**config.mk**
```make
export PLATFORM = sky130hd
export DESIGN_NAME = hvs_cmd
export DESIGN_NICKNAME = d
export VERILOG_FILES = /design/src/shared/hvs_pkg.sv /design/src/rtl/hvs_cmd.sv /design/src/rtl/hvs_numfmt.sv /design/src/rtl/hvs_numparse.sv
export VERILOG_INCLUDE_DIRS = /design/src /design/src/shared
export SDC_FILE = /design/constraint.sdc
export NUM_CORES = 2
export LEC_CHECK = 0
export ABC_AREA = 1
export BUFFER_PORTS_ARGS = -buffer_cell sky130_fd_sc_hd__buf_4
export CORE_UTILIZATION = 30
export CTS_CLUSTER_SIZE = 24
export DETAILED_ROUTE_END_ITERATION = 6
export GPL_ROUTABILITY_DRIVEN = 0
export PLACE_DENSITY = 0.46
export RECOVER_POWER = 100
export SLEW_MARGIN = 20
export SYNTH_ARGS = -nofsm -noshare
export SYNTH_HDL_FRONTEND = slang
export SYNTH_SLANG_ARGS = --single-unit
```
**constraint.sdc**
```tcl
create_clock -name aclk -period 10.1 [get_ports aclk]
set_clock_uncertainty 0.05 [all_clocks]
set_input_delay 2.02 -clock aclk [delete_from_list [all_inputs] [get_ports aclk]]
set_output_delay 2.02 -clock aclk [all_outputs]
set_load 0.01 [all_outputs]
```
**src/shared/hvs_regs.svh**
```systemverilog
`ifndef HVS_REGS_SVH
`define HVS_REGS_SVH
`define HVS_OFF_CTRL  8'h00
`define HVS_OFF_CHAR  8'h04
`define HVS_OFF_STAT  8'h08
`define HVS_OFF_RESP  8'h0C
`define HVS_OFF_ERR   8'h10
`define HVS_OFF_VSET  8'h14
`define HVS_OFF_VLIM  8'h18
`define HVS_OFF_OVP   8'h1C
`define HVS_OFF_RAMP  8'h20
`define HVS_OFF_VMAX  8'h24
`define HVS_OFF_OPC   8'h28
`define HVS_CTRL_ROPT 2
`define HVS_ST_BUSY   0
`define HVS_ST_AVAIL  1
`define HVS_ST_POL    2
`define HVS_ST_REN    3
`define HVS_ST_CERR   4
`define HVS_ST_XERR   5
`define HVS_RST_VMAX  24'h00_2710
`define HVS_RST_RAMP  24'h00_000A
`define HVS_EC_CMD    16'hFF9C
`define HVS_EC_EXE    16'hFF38
`define HVS_RESP_OK   2'h0
`define HVS_RESP_ERR  2'h2
`define HVS_CH_LF     8'h0A
`define HVS_CH_CR     8'h0D
`define HVS_CH_SP     8'h20
`define HVS_CH_COLON  8'h3A
`define HVS_CH_PLUS   8'h2B
`define HVS_CH_MINUS  8'h2D
`define HVS_CH_DOT    8'h2E
`define HVS_CH_COMMA  8'h2C
`define HVS_CH_ZERO   8'h30
`define HVS_CH_ONE    8'h31
`define HVS_CH_V      8'h56
`define HVS_CH_O      8'h4F
`define HVS_CH_N      8'h4E
`define HVS_CH_F      8'h46
`define HVS_CH_P      8'h50
`define HVS_TXT_POS   24'h50_4F53
`define HVS_TXT_NEG   24'h4E_4547
`endif

```
**src/shared/hvs_pkg.sv**
```systemverilog
package hvs_pkg;
  typedef enum logic [1:0] {
    HVS_T_POS = 2'b00, HVS_T_NEG = 2'b01, HVS_T_REV = 2'b10
  } hvs_type_t;
  typedef enum logic [3:0] {
    HVS_OP_VSET = 4'h0, HVS_OP_VSETQ = 4'h1, HVS_OP_VLIM = 4'h2,
    HVS_OP_VLIMQ = 4'h3, HVS_OP_OVP = 4'h4, HVS_OP_OVPQ = 4'h5,
    HVS_OP_RAMP = 4'h6, HVS_OP_RAMPQ = 4'h7, HVS_OP_REN = 4'h8,
    HVS_OP_RENQ = 4'h9, HVS_OP_POL = 4'hA, HVS_OP_POLQ = 4'hB
  } hvs_op_t;
  typedef enum logic [1:0] {
    HVS_ST_IDLE = 2'b00, HVS_ST_EXEC = 2'b01, HVS_ST_FMT = 2'b10
  } hvs_st_t;
  typedef struct packed {
    logic        err;
    logic        minus;
    logic [23:0] mag;
  } hvs_num_t;
  typedef struct packed {
    logic        neg;
    logic [23:0] mag;
  } hvs_val_t;
  typedef struct packed {
    logic        pol_neg;
    logic        ramp_on;
    logic [23:0] vset;
    logic [23:0] vlim;
    logic [23:0] overvoltage_threshold;
    logic [23:0] ramp;
  } hvs_out_t;
endpackage : hvs_pkg

```
**src/rtl/hvs_cmd.sv**
```systemverilog
// Chosen here: the register addresses and the AXI4-Lite slave port.
`timescale 1ns/1ns
`include "hvs_regs.svh"
module hvs_cmd import hvs_pkg::*; #(
  parameter logic [23:0] VMAX_RST = `HVS_RST_VMAX,
  parameter int          RBUF     = 16
) (
  input  wire logic        aclk,
  input  wire logic        aresetn,
  input  wire logic [7:0]  awaddr,
  input  wire logic        awvalid,
  output logic             awready,
  input  wire logic [31:0] wdata,
  input  wire logic [3:0]  wstrb,
  input  wire logic        wvalid,
  output logic             wready,
  output logic [1:0]       bresp,
  output logic             bvalid,
  input  wire logic        bready,
  input  wire logic [7:0]  araddr,
  input  wire logic        arvalid,
  output logic             arready,
  output logic [31:0]      rdata,
  output logic [1:0]       rresp,
  output logic             rvalid,
  input  wire logic        rready,
  output hvs_out_t         hv
);
  localparam int RW = $clog2(RBUF);
  logic        aw_q, aw_d, w_q, w_d, awr_q, awr_d, wr_q, wr_d;
  logic [7:0]  wa_q, wa_d;
  logic [31:0] wd_q, wd_d, rd_q, rd_d, rmux, wm;
  logic [3:0]  ws_q, ws_d;
  logic        bv_q, bv_d, arr_q, arr_d, rv_q, rv_d;
  logic [1:0]  br_q, br_d, rr_q, rr_d;
  hvs_type_t   ty_q, ty_d;
  hvs_op_t     op_q, op_d;
  hvs_st_t     st_q, st_d;
  logic        ro_q, ro_d, pol_q, pol_d, ren_q, ren_d;
  logic        ce_q, ce_d, xe_q, xe_d;
  logic [15:0] ec_q, ec_d;
  logic [23:0] vs_q, vs_d, vl_q, vl_d, ov_q, ov_d;
  logic [23:0] rp_q, rp_d, vm_q, vm_d, cap;
  logic [7:0]  t0_q, t0_d, t1_q, t1_d, up_c;
  logic [RW:0] rl_q, rl_d, rk_q, rk_d;
  logic [7:0]  rbuf_q [RBUF];
  logic        pclr, pchv, fst, fvld, fbusy, rok, bad, cer, xer, avail;
  logic [7:0]  fch;
  logic [1:0]  txn;
  logic [23:0] txt;
  hvs_val_t    fval;
  hvs_num_t    num;

  hvs_numparse u_parse (
    .aclk     (aclk),
    .aresetn  (aresetn),
    .clr      (pclr),
    .ch_vld   (pchv),
    .ch       (wd_q[7:0]),
    .comma_ok (op_q != HVS_OP_RAMP),
    .num      (num)
  );

  hvs_numfmt #(.DIGITS(8)) u_fmt (
    .aclk    (aclk),
    .aresetn (aresetn),
    .start   (fst),
    .val     (fval),
    .ch_vld  (fvld),
    .ch      (fch),
    .busy    (fbusy)
  );

  assign avail = rk_q < rl_q;

  always_comb begin
    rok = 1'b1;
    rmux = '0;
    case (araddr)
      `HVS_OFF_CTRL: rmux[2:0] = {ro_q, ty_q};
      `HVS_OFF_STAT: begin
        rmux[`HVS_ST_BUSY] = st_q != HVS_ST_IDLE;
        rmux[`HVS_ST_AVAIL] = avail;
        rmux[`HVS_ST_POL] = pol_q;
        rmux[`HVS_ST_REN] = ren_q;
        rmux[`HVS_ST_CERR] = ce_q;
        rmux[`HVS_ST_XERR] = xe_q;
      end
      `HVS_OFF_RESP: rmux[8:0] = {avail, rbuf_q[rk_q[RW-1:0]]};
      `HVS_OFF_ERR:  rmux[15:0] = ec_q;
      `HVS_OFF_VSET: rmux[23:0] = vs_q;
      `HVS_OFF_VLIM: rmux[23:0] = vl_q;
      `HVS_OFF_OVP:  rmux[23:0] = ov_q;
      `HVS_OFF_RAMP: rmux[23:0] = rp_q;
      `HVS_OFF_VMAX: rmux[23:0] = vm_q;
      `HVS_OFF_OPC:  rmux[3:0] = op_q;
      `HVS_OFF_CHAR: rmux = '0;
      default:       rok = 1'b0;
    endcase
  end

  always_comb begin
    aw_d = aw_q;
    w_d = w_q;
    wa_d = wa_q;
    wd_d = wd_q;
    ws_d = ws_q;
    bv_d = bv_q;
    br_d = br_q;
    rv_d = rv_q;
    rr_d = rr_q;
    rd_d = rd_q;
    ty_d = ty_q;
    op_d = op_q;
    st_d = st_q;
    ro_d = ro_q;
    pol_d = pol_q;
    ren_d = ren_q;
    ce_d = ce_q;
    xe_d = xe_q;
    ec_d = ec_q;
    vs_d = vs_q;
    vl_d = vl_q;
    ov_d = ov_q;
    rp_d = rp_q;
    vm_d = vm_q;
    t0_d = t0_q;
    t1_d = t1_q;
    rl_d = rl_q;
    rk_d = rk_q;
    pclr = 1'b0;
    pchv = 1'b0;
    fst = 1'b0;
    fval = '0;
    txn = 2'd0;
    txt = '0;
    cer = 1'b0;
    xer = 1'b0;
    for (int i = 0; i < 4; i++) begin
      wm[8*i +: 8] = ws_q[i] ? wd_q[8*i +: 8] : 8'h00;
    end
    up_c = (wd_q[7:0] >= 8'h61 && wd_q[7:0] <= 8'h7A) ?
           (wd_q[7:0] & 8'hDF) : wd_q[7:0];
    cap = (vl_q < vm_q) ? vl_q : vm_q;
    bad = num.err || (pol_q ? !num.minus : num.minus);
    if (awvalid && awr_q) begin
      aw_d = 1'b1;
      wa_d = awaddr;
    end
    if (wvalid && wr_q) begin
      w_d = 1'b1;
      wd_d = wdata;
      ws_d = wstrb;
    end
    if (aw_q && w_q && !bv_q) begin
      aw_d = 1'b0;
      w_d = 1'b0;
      bv_d = 1'b1;
      br_d = `HVS_RESP_OK;
      case (wa_q)
        `HVS_OFF_CTRL: if (ws_q[0]) begin
          ty_d = hvs_type_t'(wd_q[1:0]);
          ro_d = wd_q[`HVS_CTRL_ROPT];
          pol_d = wd_q[1:0] == HVS_T_NEG;
          ren_d = ren_q && wd_q[`HVS_CTRL_ROPT];
        end
        `HVS_OFF_CHAR: if (st_q != HVS_ST_IDLE) begin
          br_d = `HVS_RESP_ERR;
        end else if (ws_q[0] && wd_q[7:0] == `HVS_CH_LF) begin
          st_d = HVS_ST_EXEC;
        end else if (ws_q[0]) begin
          pchv = 1'b1;
          if (wd_q[7:0] != `HVS_CH_SP && wd_q[7:0] != `HVS_CH_COLON &&
              wd_q[7:0] != `HVS_CH_CR) begin
            if (t0_q == 8'h00) t0_d = up_c;
            else if (t1_q == 8'h00) t1_d = up_c;
          end
        end
        `HVS_OFF_OPC: if (st_q != HVS_ST_IDLE) begin
          br_d = `HVS_RESP_ERR;
        end else if (ws_q[0]) begin
          op_d = hvs_op_t'(wd_q[3:0]);
          pclr = 1'b1;
          t0_d = 8'h00;
          t1_d = 8'h00;
        end
        `HVS_OFF_STAT: begin
          ce_d = ce_q && !wm[`HVS_ST_CERR];
          xe_d = xe_q && !wm[`HVS_ST_XERR];
        end
        `HVS_OFF_VMAX: vm_d = wm[23:0] | (vm_q & ~{{8{ws_q[2]}},
          {8{ws_q[1]}}, {8{ws_q[0]}}});
        `HVS_OFF_RESP, `HVS_OFF_ERR, `HVS_OFF_VSET, `HVS_OFF_VLIM,
        `HVS_OFF_OVP, `HVS_OFF_RAMP: br_d = `HVS_RESP_OK;
        default: br_d = `HVS_RESP_ERR;
      endcase
    end
    if (bv_q && bready) bv_d = 1'b0;
    if (arvalid && arr_q) begin
      rv_d = 1'b1;
      rd_d = rmux;
      rr_d = rok ? `HVS_RESP_OK : `HVS_RESP_ERR;
      if (araddr == `HVS_OFF_RESP && avail) rk_d = rk_q + 1'b1;
    end
    if (rv_q && rready) rv_d = 1'b0;
    if (fvld) rl_d = rl_q + 1'b1;
    case (st_q)
      HVS_ST_EXEC: begin
        st_d = HVS_ST_IDLE;
        pclr = 1'b1;
        t0_d = 8'h00;
        t1_d = 8'h00;
        rk_d = '0;
        rl_d = '0;
        case (op_q)
          HVS_OP_VSET: begin
            if (num.err || (ty_q != HVS_T_REV &&
                num.minus != (ty_q == HVS_T_NEG))) begin
              cer = 1'b1;
            end else begin
              vs_d = (num.mag > cap) ? cap : num.mag;
              if (ty_q == HVS_T_REV) pol_d = num.minus;
            end
          end
          HVS_OP_VLIM: begin
            if (bad || num.mag > vm_q) cer = 1'b1;
            else vl_d = num.mag;
          end
          HVS_OP_OVP: begin
            if (bad || 32'(num.mag) * 100 > 32'(vm_q) * 101) begin
              cer = 1'b1;
            end else begin
              ov_d = num.mag;
            end
          end
          HVS_OP_RAMP: begin
            if (!ro_q) begin
              xer = 1'b1;
            end else if (bad || num.mag < 24'd10 ||
                         32'(num.mag) > 32'(vm_q) * 10) begin
              cer = 1'b1;
            end else begin
              rp_d = num.mag;
            end
          end
          HVS_OP_REN: begin
            if (!ro_q) begin
              xer = 1'b1;
            end else if ((t0_q == `HVS_CH_ONE && t1_q == 8'h00) ||
                         (t0_q == `HVS_CH_O && t1_q == `HVS_CH_N)) begin
              ren_d = 1'b1;
            end else if ((t0_q == `HVS_CH_ZERO && t1_q == 8'h00) ||
                         (t0_q == `HVS_CH_O && t1_q == `HVS_CH_F)) begin
              ren_d = 1'b0;
            end else begin
              cer = 1'b1;
            end
          end
          HVS_OP_POL: begin
            if (ty_q != HVS_T_REV) cer = 1'b1;
            else if (t0_q == `HVS_CH_P) pol_d = 1'b0;
            else if (t0_q == `HVS_CH_N) pol_d = 1'b1;
            else cer = 1'b1;
          end
          HVS_OP_VSETQ, HVS_OP_VLIMQ, HVS_OP_OVPQ, HVS_OP_RAMPQ: begin
            fst = 1'b1;
            st_d = HVS_ST_FMT;
            fval.neg = pol_q;
            if (op_q == HVS_OP_VSETQ) fval.mag = vs_q;
            else if (op_q == HVS_OP_VLIMQ) fval.mag = vl_q;
            else if (op_q == HVS_OP_OVPQ) fval.mag = ov_q;
            else fval.mag = ro_q ? rp_q : 24'h00_0000;
          end
          HVS_OP_RENQ: begin
            txn = 2'd1;
            txt[23:16] = (ro_q && ren_q) ? `HVS_CH_ONE : `HVS_CH_ZERO;
          end
          HVS_OP_POLQ: begin
            txn = 2'd3;
            txt = pol_q ? `HVS_TXT_NEG : `HVS_TXT_POS;
          end
          default: cer = 1'b1;
        endcase
        rl_d = (RW+1)'(txn);
      end
      HVS_ST_FMT: if (!fbusy) st_d = HVS_ST_IDLE;
      // idle keeps a line feed's request to execute
      HVS_ST_IDLE: begin
      end
      default: st_d = HVS_ST_IDLE;
    endcase
    if (cer) begin
      ce_d = 1'b1;
      ec_d = `HVS_EC_CMD;
    end
    if (xer) begin
      xe_d = 1'b1;
      ec_d = `HVS_EC_EXE;
    end
    awr_d = !aw_d && !bv_d;
    wr_d = !w_d && !bv_d;
    arr_d = !rv_d;
  end

  always_ff @(posedge aclk) begin
    if (!aresetn) begin
      aw_q <= 1'b0;
      w_q <= 1'b0;
      awr_q <= 1'b0;
      wr_q <= 1'b0;
      wa_q <= 8'h00;
      wd_q <= '0;
      ws_q <= 4'h0;
      bv_q <= 1'b0;
      br_q <= `HVS_RESP_OK;
      arr_q <= 1'b0;
      rv_q <= 1'b0;
      rr_q <= `HVS_RESP_OK;
      rd_q <= '0;
      ty_q <= HVS_T_POS;
      op_q <= HVS_OP_VSETQ;
      st_q <= HVS_ST_IDLE;
      ro_q <= 1'b0;
      pol_q <= 1'b0;
      ren_q <= 1'b0;
      ce_q <= 1'b0;
      xe_q <= 1'b0;
      ec_q <= 16'h0000;
      vs_q <= 24'h00_0000;
      vl_q <= VMAX_RST;
      ov_q <= VMAX_RST;
      rp_q <= `HVS_RST_RAMP;
      vm_q <= VMAX_RST;
      t0_q <= 8'h00;
      t1_q <= 8'h00;
      rl_q <= '0;
      rk_q <= '0;
    end else begin
      aw_q <= aw_d;
      w_q <= w_d;
      awr_q <= awr_d;
      wr_q <= wr_d;
      wa_q <= wa_d;
      wd_q <= wd_d;
      ws_q <= ws_d;
      bv_q <= bv_d;
      br_q <= br_d;
      arr_q <= arr_d;
      rv_q <= rv_d;
      rr_q <= rr_d;
      rd_q <= rd_d;
      ty_q <= ty_d;
      op_q <= op_d;
      st_q <= st_d;
      ro_q <= ro_d;
      pol_q <= pol_d;
      ren_q <= ren_d;
      ce_q <= ce_d;
      xe_q <= xe_d;
      ec_q <= ec_d;
      vs_q <= vs_d;
      vl_q <= vl_d;
      ov_q <= ov_d;
      rp_q <= rp_d;
      vm_q <= vm_d;
      t0_q <= t0_d;
      t1_q <= t1_d;
      rl_q <= rl_d;
      rk_q <= rk_d;
    end
  end

  // reply text store
  always_ff @(posedge aclk) begin
    if (!aresetn) begin
      for (int i = 0; i < RBUF; i++) rbuf_q[i] <= 8'h00;
    end else if (txn != 2'd0) begin
      rbuf_q[0] <= txt[23:16];
      rbuf_q[1] <= txt[15:8];
      rbuf_q[2] <= txt[7:0];
    end else if (fvld) begin
      rbuf_q[rl_q[RW-1:0]] <= fch;
    end
  end

  assign awready = awr_q;
  assign wready = wr_q;
  assign bvalid = bv_q;
  assign bresp = br_q;
  assign arready = arr_q;
  assign rvalid = rv_q;
  assign rdata = rd_q;
  assign rresp = rr_q;
  assign hv.pol_neg = pol_q;
  assign hv.ramp_on = ren_q;
  assign hv.vset = vs_q;
  assign hv.vlim = vl_q;
  assign hv.overvoltage_threshold = ov_q;
  assign hv.ramp = rp_q;
endmodule : hvs_cmd

```
**src/rtl/hvs_numfmt.sv**
```systemverilog
`timescale 1ns/1ns
`include "hvs_regs.svh"
module hvs_numfmt import hvs_pkg::*; #(
  parameter int DIGITS = 8
) (
  input  wire logic       aclk,
  input  wire logic       aresetn,
  input  wire logic       start,
  input  hvs_val_t        val,
  output logic            ch_vld,
  output logic [7:0]      ch,
  output logic            busy
);
  localparam int NW = $clog2(DIGITS);
  // phase: 0 idle, 1 divide, 2 sign, 3 digits, 4 point
  logic [2:0]    ph_q, ph_d;
  logic [23:0]   rem_q, rem_d;
  logic [3:0]    dig_q [DIGITS];
  logic [NW-1:0] n_q, n_d;
  logic          neg_q, neg_d;

  always_comb begin
    ph_d = ph_q;
    rem_d = rem_q;
    n_d = n_q;
    neg_d = neg_q;
    ch_vld = 1'b0;
    ch = `HVS_CH_ZERO | {4'h0, dig_q[n_q]};
    case (ph_q)
      3'd0: if (start) begin
        ph_d = 3'd1;
        rem_d = val.mag;
        n_d = '0;
        neg_d = val.neg && val.mag != '0;
      end
      3'd1: begin
        rem_d = 24'(rem_q / 10);
        if (rem_d == '0 && n_q != '0) ph_d = neg_q ? 3'd2 : 3'd3;
        else n_d = NW'(n_q + 1);
      end
      3'd2: begin
        ch_vld = 1'b1;
        ch = `HVS_CH_MINUS;
        ph_d = 3'd3;
      end
      3'd3: begin
        ch_vld = 1'b1;
        if (n_q == '0) ph_d = 3'd0;
        else if (n_q == NW'(1)) ph_d = 3'd4;
        n_d = NW'(n_q - 1);
      end
      3'd4: begin
        ch_vld = 1'b1;
        ch = `HVS_CH_DOT;
        ph_d = 3'd3;
        n_d = '0;
      end
      default: ph_d = 3'd0;
    endcase
  end

  always_ff @(posedge aclk) begin
    if (!aresetn) begin
      ph_q <= 3'd0;
      rem_q <= '0;
      n_q <= '0;
      neg_q <= 1'b0;
    end else begin
      ph_q <= ph_d;
      rem_q <= rem_d;
      n_q <= n_d;
      neg_q <= neg_d;
    end
    if (ph_q == 3'd1) dig_q[n_q] <= 4'(rem_q % 10);
  end

  assign busy = ph_q != 3'd0;
endmodule : hvs_numfmt

```
**src/rtl/hvs_numparse.sv**
```systemverilog
`timescale 1ns/1ns
`include "hvs_regs.svh"
module hvs_numparse import hvs_pkg::*; (
  input  wire logic       aclk,
  input  wire logic       aresetn,
  input  wire logic       clr,
  input  wire logic       ch_vld,
  input  wire logic [7:0] ch,
  input  wire logic       comma_ok,
  output hvs_num_t        num
);
  // phase: 0 start, 1 sign, 2 int, 3 separator, 4 fraction, 5 unit
  logic [2:0]  ph_q, ph_d;
  logic [19:0] int_q, int_d;
  logic [3:0]  fr_q, fr_d;
  logic        err_q, err_d, min_q, min_d;
  logic        dig, sep;

  always_comb begin
    ph_d = ph_q;
    int_d = int_q;
    fr_d = fr_q;
    err_d = err_q;
    min_d = min_q;
    dig = (ch >= `HVS_CH_ZERO) && (ch <= 8'h39);
    sep = (ch == `HVS_CH_DOT) || (comma_ok && ch == `HVS_CH_COMMA);
    if (clr) begin
      ph_d = 3'd0;
      int_d = '0;
      fr_d = '0;
      err_d = 1'b0;
      min_d = 1'b0;
    end else if (ch_vld && ch != `HVS_CH_SP && ch != `HVS_CH_CR) begin
      if (ph_q == 3'd0 && ch == `HVS_CH_PLUS) begin
        ph_d = 3'd1;
      end else if (ph_q == 3'd0 && ch == `HVS_CH_MINUS) begin
        ph_d = 3'd1;
        min_d = 1'b1;
      end else if (dig && ph_q <= 3'd2) begin
        ph_d = 3'd2;
        if (int_q > 20'd99999) err_d = 1'b1;
        else int_d = 20'(int_q * 10 + ch[3:0]);
      end else if (dig && ph_q == 3'd3) begin
        ph_d = 3'd4;
        fr_d = ch[3:0];
      end else if (sep && ph_q == 3'd2) begin
        ph_d = 3'd3;
      end else if ((ch & 8'hDF) == `HVS_CH_V &&
                   (ph_q == 3'd2 || ph_q == 3'd4)) begin
        ph_d = 3'd5;
      end else begin
        err_d = 1'b1;
      end
    end
  end

  always_ff @(posedge aclk) begin
    if (!aresetn) begin
      ph_q <= 3'd0;
      int_q <= '0;
      fr_q <= '0;
      err_q <= 1'b0;
      min_q <= 1'b0;
    end else begin
      ph_q <= ph_d;
      int_q <= int_d;
      fr_q <= fr_d;
      err_q <= err_d;
      min_q <= min_d;
    end
  end

  assign num.err = err_q || ph_q == 3'd0 || ph_q == 3'd1 || ph_q == 3'd3;
  assign num.minus = min_q;
  assign num.mag = 24'(int_q * 10 + fr_q);
endmodule : hvs_numparse

```
Word-level counts from Yosys, hierarchy flattened
Memories as Yosys holds them, arrays and structs flattened. A register that Yosys moved wholly into a read port is not among the register bits.
Cells that the tools add are included.

operators by class
  muxes and demuxes = 159
  order comparisons = 13
  multipliers = 4
  div/mod/pow operators = 2
  eq/ne operators = 81
  reductions and logical operators = 114
  add/subtract/negate cells = 6
  bitwise logic cells = 16

operators with widths
  operator               count
  $mux 24                7
  $mux 8                 20
  $eq 8x6->1 const B     12
  $mux 1                 78
  $eq 8x5->1 const B     8
  $mux 25                2
  $gt 24x24->1           2
  $mux 16                3
  $pmux 24 s2            1
  $mux 3                 14
  $pmux 7 s6             1
  $eq 8x4->1 const B     5
  $eq 8x7->1 const B     5
  $pmux 8 s5             1
  $logic_and 1x1->1      35
  $div 24x4->32 const B  1
  $logic_not 8->1        4
  $mod 24x4->32 const B  1
  $pmux 8 s2             2
  $gt 31x31->1           1
  $mul 24x7->31 const B  1
  $pmux 3 s10            1
  $mul 24x5->29 const B  1
  $gt 24x28->1           1
  79 further kinds       188

word-level totals
  bits in writable memories = 160
  flip-flop bits (word level) = 301
  memories = 2

memory list
  name         depth  bits a word  read ports  clocked after memory_dff  write ports  RTL line          RTL
  rbuf_q       16     8            1           1                         16           hvs_cmd.sv:46     logic [7:0] rbuf_q [RBUF];
  u_fmt.dig_q  8      4            1           1                         1            hvs_numfmt.sv:18  logic [3:0] dig_q [DIGITS];

Logic depth before layout (Yosys ltp)
  depth in word-level cells = 13
  gate-level depth with buffers = 99

Cells and area by module
A second synthesis with hierarchy kept.

second synthesis, totals
  cell total of the unflattened synthesis = 4786
  area, all modules = 35823.1 µm²

modules (own cells, without submodules)
  module        area each (µm²)  sequential area each (µm²)  cells an instance  times used
  hvs_cmd       27193.6          8528.2                      3489               1
  hvs_numfmt    4983.5           1641.6                      699                1
  hvs_numparse  3646.0           580.6                       598                1

Worst setup path after synthesis
Ideal clock, no wire load.

  kind = register to register
  start = register u_parse.int_q[1]
  end = register ov_q[19]
  buffers on the path = 1
  data required time = 9.934 ns
  setup slack = 2.029 ns
  period minus slack after synthesis = 8.071 ns
  data arrival time = 7.904 ns
  cell stages (with the launch flop) = 50
  cell sequence = dfxtp_1 > ha_1 > ha_1 > inv_1 > fa_1 > inv_1 > nand2_1 > o21ai_0 > a21o_1 > a21oi_1 > nor2_1 > o21ai_0 > nand2_1 > a21oi_1 > inv_1 > a21oi_1 > o21ai_0 > nand3_1 > [... 14 more ...] > nand2_1 > nand3_1 > nand2_1 > a21oi_1 > nor2_1 > nor2_1 > xnor2_1 > ha_1 > nand4_1 > nor4_1 > nand3_1 > nand2_1 > nand2_1 > nor3_1 > inv_1 > clkbuf_1 > o211ai_1 > inv_1

RTL lines
  item                    RTL line            RTL
  start, declared         hvs_numparse.sv:14  logic [19:0] int_q, int_d;
  start signal, assigned  hvs_numparse.sv:66  int_q <= int_d;
  end signal, assigned    hvs_cmd.sv:363      ov_q <= ov_d;
  end, declared           hvs_cmd.sv:42       logic [23:0] vs_q, vs_d, vl_q, vl_d, ov_q, ov_d;

==> flow_summary.yaml <==
critical_path:
  required_ns: 10.49
  crit_path_start_kind: "flip-flop"
  slowest_delay_ns: 0.50
  reg2reg_depth: 53
  reg2reg_slack_ns: 1.08
  worstReg2RegEnd: "ec_q[5]$_SDFFE_PN0P_"
  path_class: "flip-flop to flip-flop"
  crit_end: "ec_q[5]$_SDFFE_PN0P_"
  cp-startpoint: "u_parse.int_q[1]$_SDFFE_PP0P_"
  critPathMaxFanout: 8
  critical-path-slowest-cell: "fa_1"
  end_kind: "flip-flop"
  r2r_start: "u_parse.int_q[1]$_SDFFE_PP0P_"
  worstPathArrival_ns: 9.41
outcome:
  outcome: "finished with violations"
  violations: "capacitance limit, slew limit"
min_path:
  worstHoldPathType: "flip-flop to flip-flop"
pwr:
  power_mw: 4.03
  p_sw_frac: 0.239
  p_per_area_nw_per_um2: 110
  p_leak_nw: 17.2
  intPower_mw: 3.07
  vdd_drop_max_uv: 117
  clkPwrFrac: 0.521
  p_switching_mw: 0.965
  p_seq_frac: 0.446
  comb_power_share: 0.033
global_route:
  grt_overflow: 0
  grt_pass1_wl_mm: 178
  grt_usage: 0.216
  antenna_found_initial: 3
  grt_max_degree: 75
  grt_pass1_vias: 28217
layout:
  fin_area_um2: 36700
  layout_commonest_cell: "inv_1"
  drive_above_1_share: 0.0696
  nets: 4984
  layout_common_cells: "inv_1 (630), nand2_1 (596), nor2_1 (423)"
  insertedDiodeCount: 0
  area_delta_synth_final_pct: 13.2
detailed_routing:
  drt-initial-drc-count: 2297
  vias: 29999
  wl_mm: 120
  ant_nets: 0
  drc: 0
  wire_per_inst_um: 20.2
  drt-pass1-iter-count: 5
  drt-vias-per-instance: 5.07
clocking:
  clk_latency_ns: 0.64
  path_clk_slew_ns: 0.06
  clockBufferDepth: 3
  clkSinkCount: 428
  cts_htree_levels: 2
  cts_inserted_buffers: 53
  cts_tree: "done"
  cts_root_buf: "clkbuf_16"
sta:
  period_minus_slack_ns: 9.02
  worst_slack_ns: 1.08
  slew_violations: 122
  fmax_mhz: 111
  fin_setup_tns_ns: 0
  worst_slew_pin_slew_ns: 2.16
  hold_violations: 0
  rsz0062_at_grt: "no"
  worst_slew_margin_rel: -0.440
  whs_ns: 0.396
  layout_worst_path_cycle_share: 0.893
  setup_viol: 0
synth:
  yosys_warnings: 0
  ys_ff_latch: 428
  synth_edf_count: 112
  synth_cell_type_count: 67
  ys_seq_area_frac: 0.299
  async_flop_share: 0
  avgSynthCellArea_um2: 7.50
  synth_flop_cell: "dfxtp_1"
  synth.cell_area_um2: 32400
  synth_cells: 4321
floorplan:
  dieArea_um2: 109000
  initial_core_util: 0.303
  rows: 120
  die-width_um: 331
  ios: 198
  core_um2: 107000
  floorplan.die.height_um: 331
place:
  dp_hpwl_mm: 93.4
  place_worst_setup_slack_ns: 0.896
  portBuffers: 178
  dpl-instance-area_um2: 35400
job:
  drv_cap: 3
[area by class of cell]
class,instances,area (µm²)
clock buffer,70,1450
clock inverter,28,428
fill,11572,70400
inverter,664,2490
multi-input combinational,3095,19700
sequential,428,9690
tap,1403,1760
timing repair buffer,226,1210
[cell families after synthesis]
group,share of synthesized area
AOI/OAI and AO/OA,0.191
xor gates and xnor gates,0.0305
adders and majority gates,0.190
buffers and inverters,0.0953
DFF,0.299
muxes,0.000309
other,0.000116
and+or+nand+nor,0.193
[worst max-delay path: cells and delay by family, from the launching register on]
kind	cells	cell delay, ns
buffers and inverters	11	0.82
adder cells (fa/ha/maj)	8	2.63
XOR/XNOR	2	0.39
AO/OA/AOI/OAI	12	1.78
flip-flops	1	0.38
AND/OR/NAND/NOR	20	2.74
[synth_stat cells, types with 3 or more instances]
library cell	n	area share
a211oi_1	19	0.0044
a21o_1	8	0.0019
a21oi_1	408	0.063
a221o_1	5	0.0015
a221oi_1	21	0.0057
a311oi_1	4	0.0011
a31o_2	3	0.00081
a31oi_1	30	0.0058
and2_1	4	0.00077
buf_1	6	0.00070
buf_4	13	0.0030
clkbuf_1	123	0.014
clkinv_1	6	0.00070
dfxtp_1	316	0.20
edfxtp_1	112	0.10
fa_1	59	0.036
ha_1	398	0.15
inv_1	630	0.073
inv_2	28	0.0032
nand2_1	593	0.069
nand2_2	50	0.0097
nand2_4	18	0.0063
nand3_1	186	0.029
nand3_2	19	0.0059
nand4_1	39	0.0075
nor2_1	424	0.049
nor3_1	44	0.0068
nor4_1	29	0.0056
o2111ai_1	9	0.0024
o211ai_1	67	0.016
o21a_1	12	0.0028
o21ai_0	400	0.062
o21bai_1	15	0.0035
o221ai_1	16	0.0043
o22ai_1	39	0.0075
o31ai_1	12	0.0028
o41ai_1	4	0.0011
or2_2	8	0.0015
xnor2_1	34	0.0092
xor2_1	77	0.021
[worst min-delay path by stage]
stage / startpoint / end / cells after the start
finish: rbuf_q[8][5]$_SDFFE_PP1N_ / rbuf_q[8][5]$_SDFFE_PP1N_ / 2
detailed placement: rbuf_q[8][5]$_SDFFE_PP1N_ / rbuf_q[8][5]$_SDFFE_PP1N_ / 2
floorplan: rbuf_q[8][5]$_SDFFE_PP1N_ / rbuf_q[8][5]$_SDFFE_PP1N_ / 2
global route: rbuf_q[8][5]$_SDFFE_PP1N_ / rbuf_q[8][5]$_SDFFE_PP1N_ / 2
global placement: rbuf_q[8][5]$_SDFFE_PP1N_ / rbuf_q[8][5]$_SDFFE_PP1N_ / 2
CTS: rbuf_q[8][5]$_SDFFE_PP1N_ / rbuf_q[8][5]$_SDFFE_PP1N_ / 2
[power by group through the flow]
stage               Combinational [mW]  Clock [mW]  Sequential [mW]
floorplan                       0.0809           0             1.83
CTS                              0.140        2.14             1.80
finish                           0.134        2.10             1.80
detailed placement               0.139           0             1.83
global placement                 0.139           0             1.83
global route                     0.150        2.21             1.80
[timing repair]
item / 4_1_cts / 5_1_grt
hold buffers: 0 / 0
buffers inserted: 0 / 0
endpoints found under the setup margin: 0 / 34
gates resized for setup: 0 / 2
[state kept, by name, summed over array words and instances (netlist names), 20 cells and up, named ones only]
signal and flops:
u_fmt.dig_q 32, u_parse.int_q 20, vl_q 24, u_fmt.rem_q 24, wd_q 24, rdata 24, rbuf_q 99, ov_q 24
rp_q 24, vs_q 24
[per-layer routing]
layer,vias to the layer above,GRT usage,share of wire
met1,14114,0.315,0.49
met4,2,0.0524,0.024
li1,14921,-,-
met5,-,0,0.00011
met2,826,0.311,0.40
met3,136,0.0574,0.086
[per-stage QoR]
step                       util  instances
after floorplan               -       4330
after global placement    0.330       5815
after detailed placement  0.330       5816
after CTS                 0.348       5914
after global routing      0.343       5914
final                     0.343       5914
Note: power is estimated with default switching activity, not from simulation.
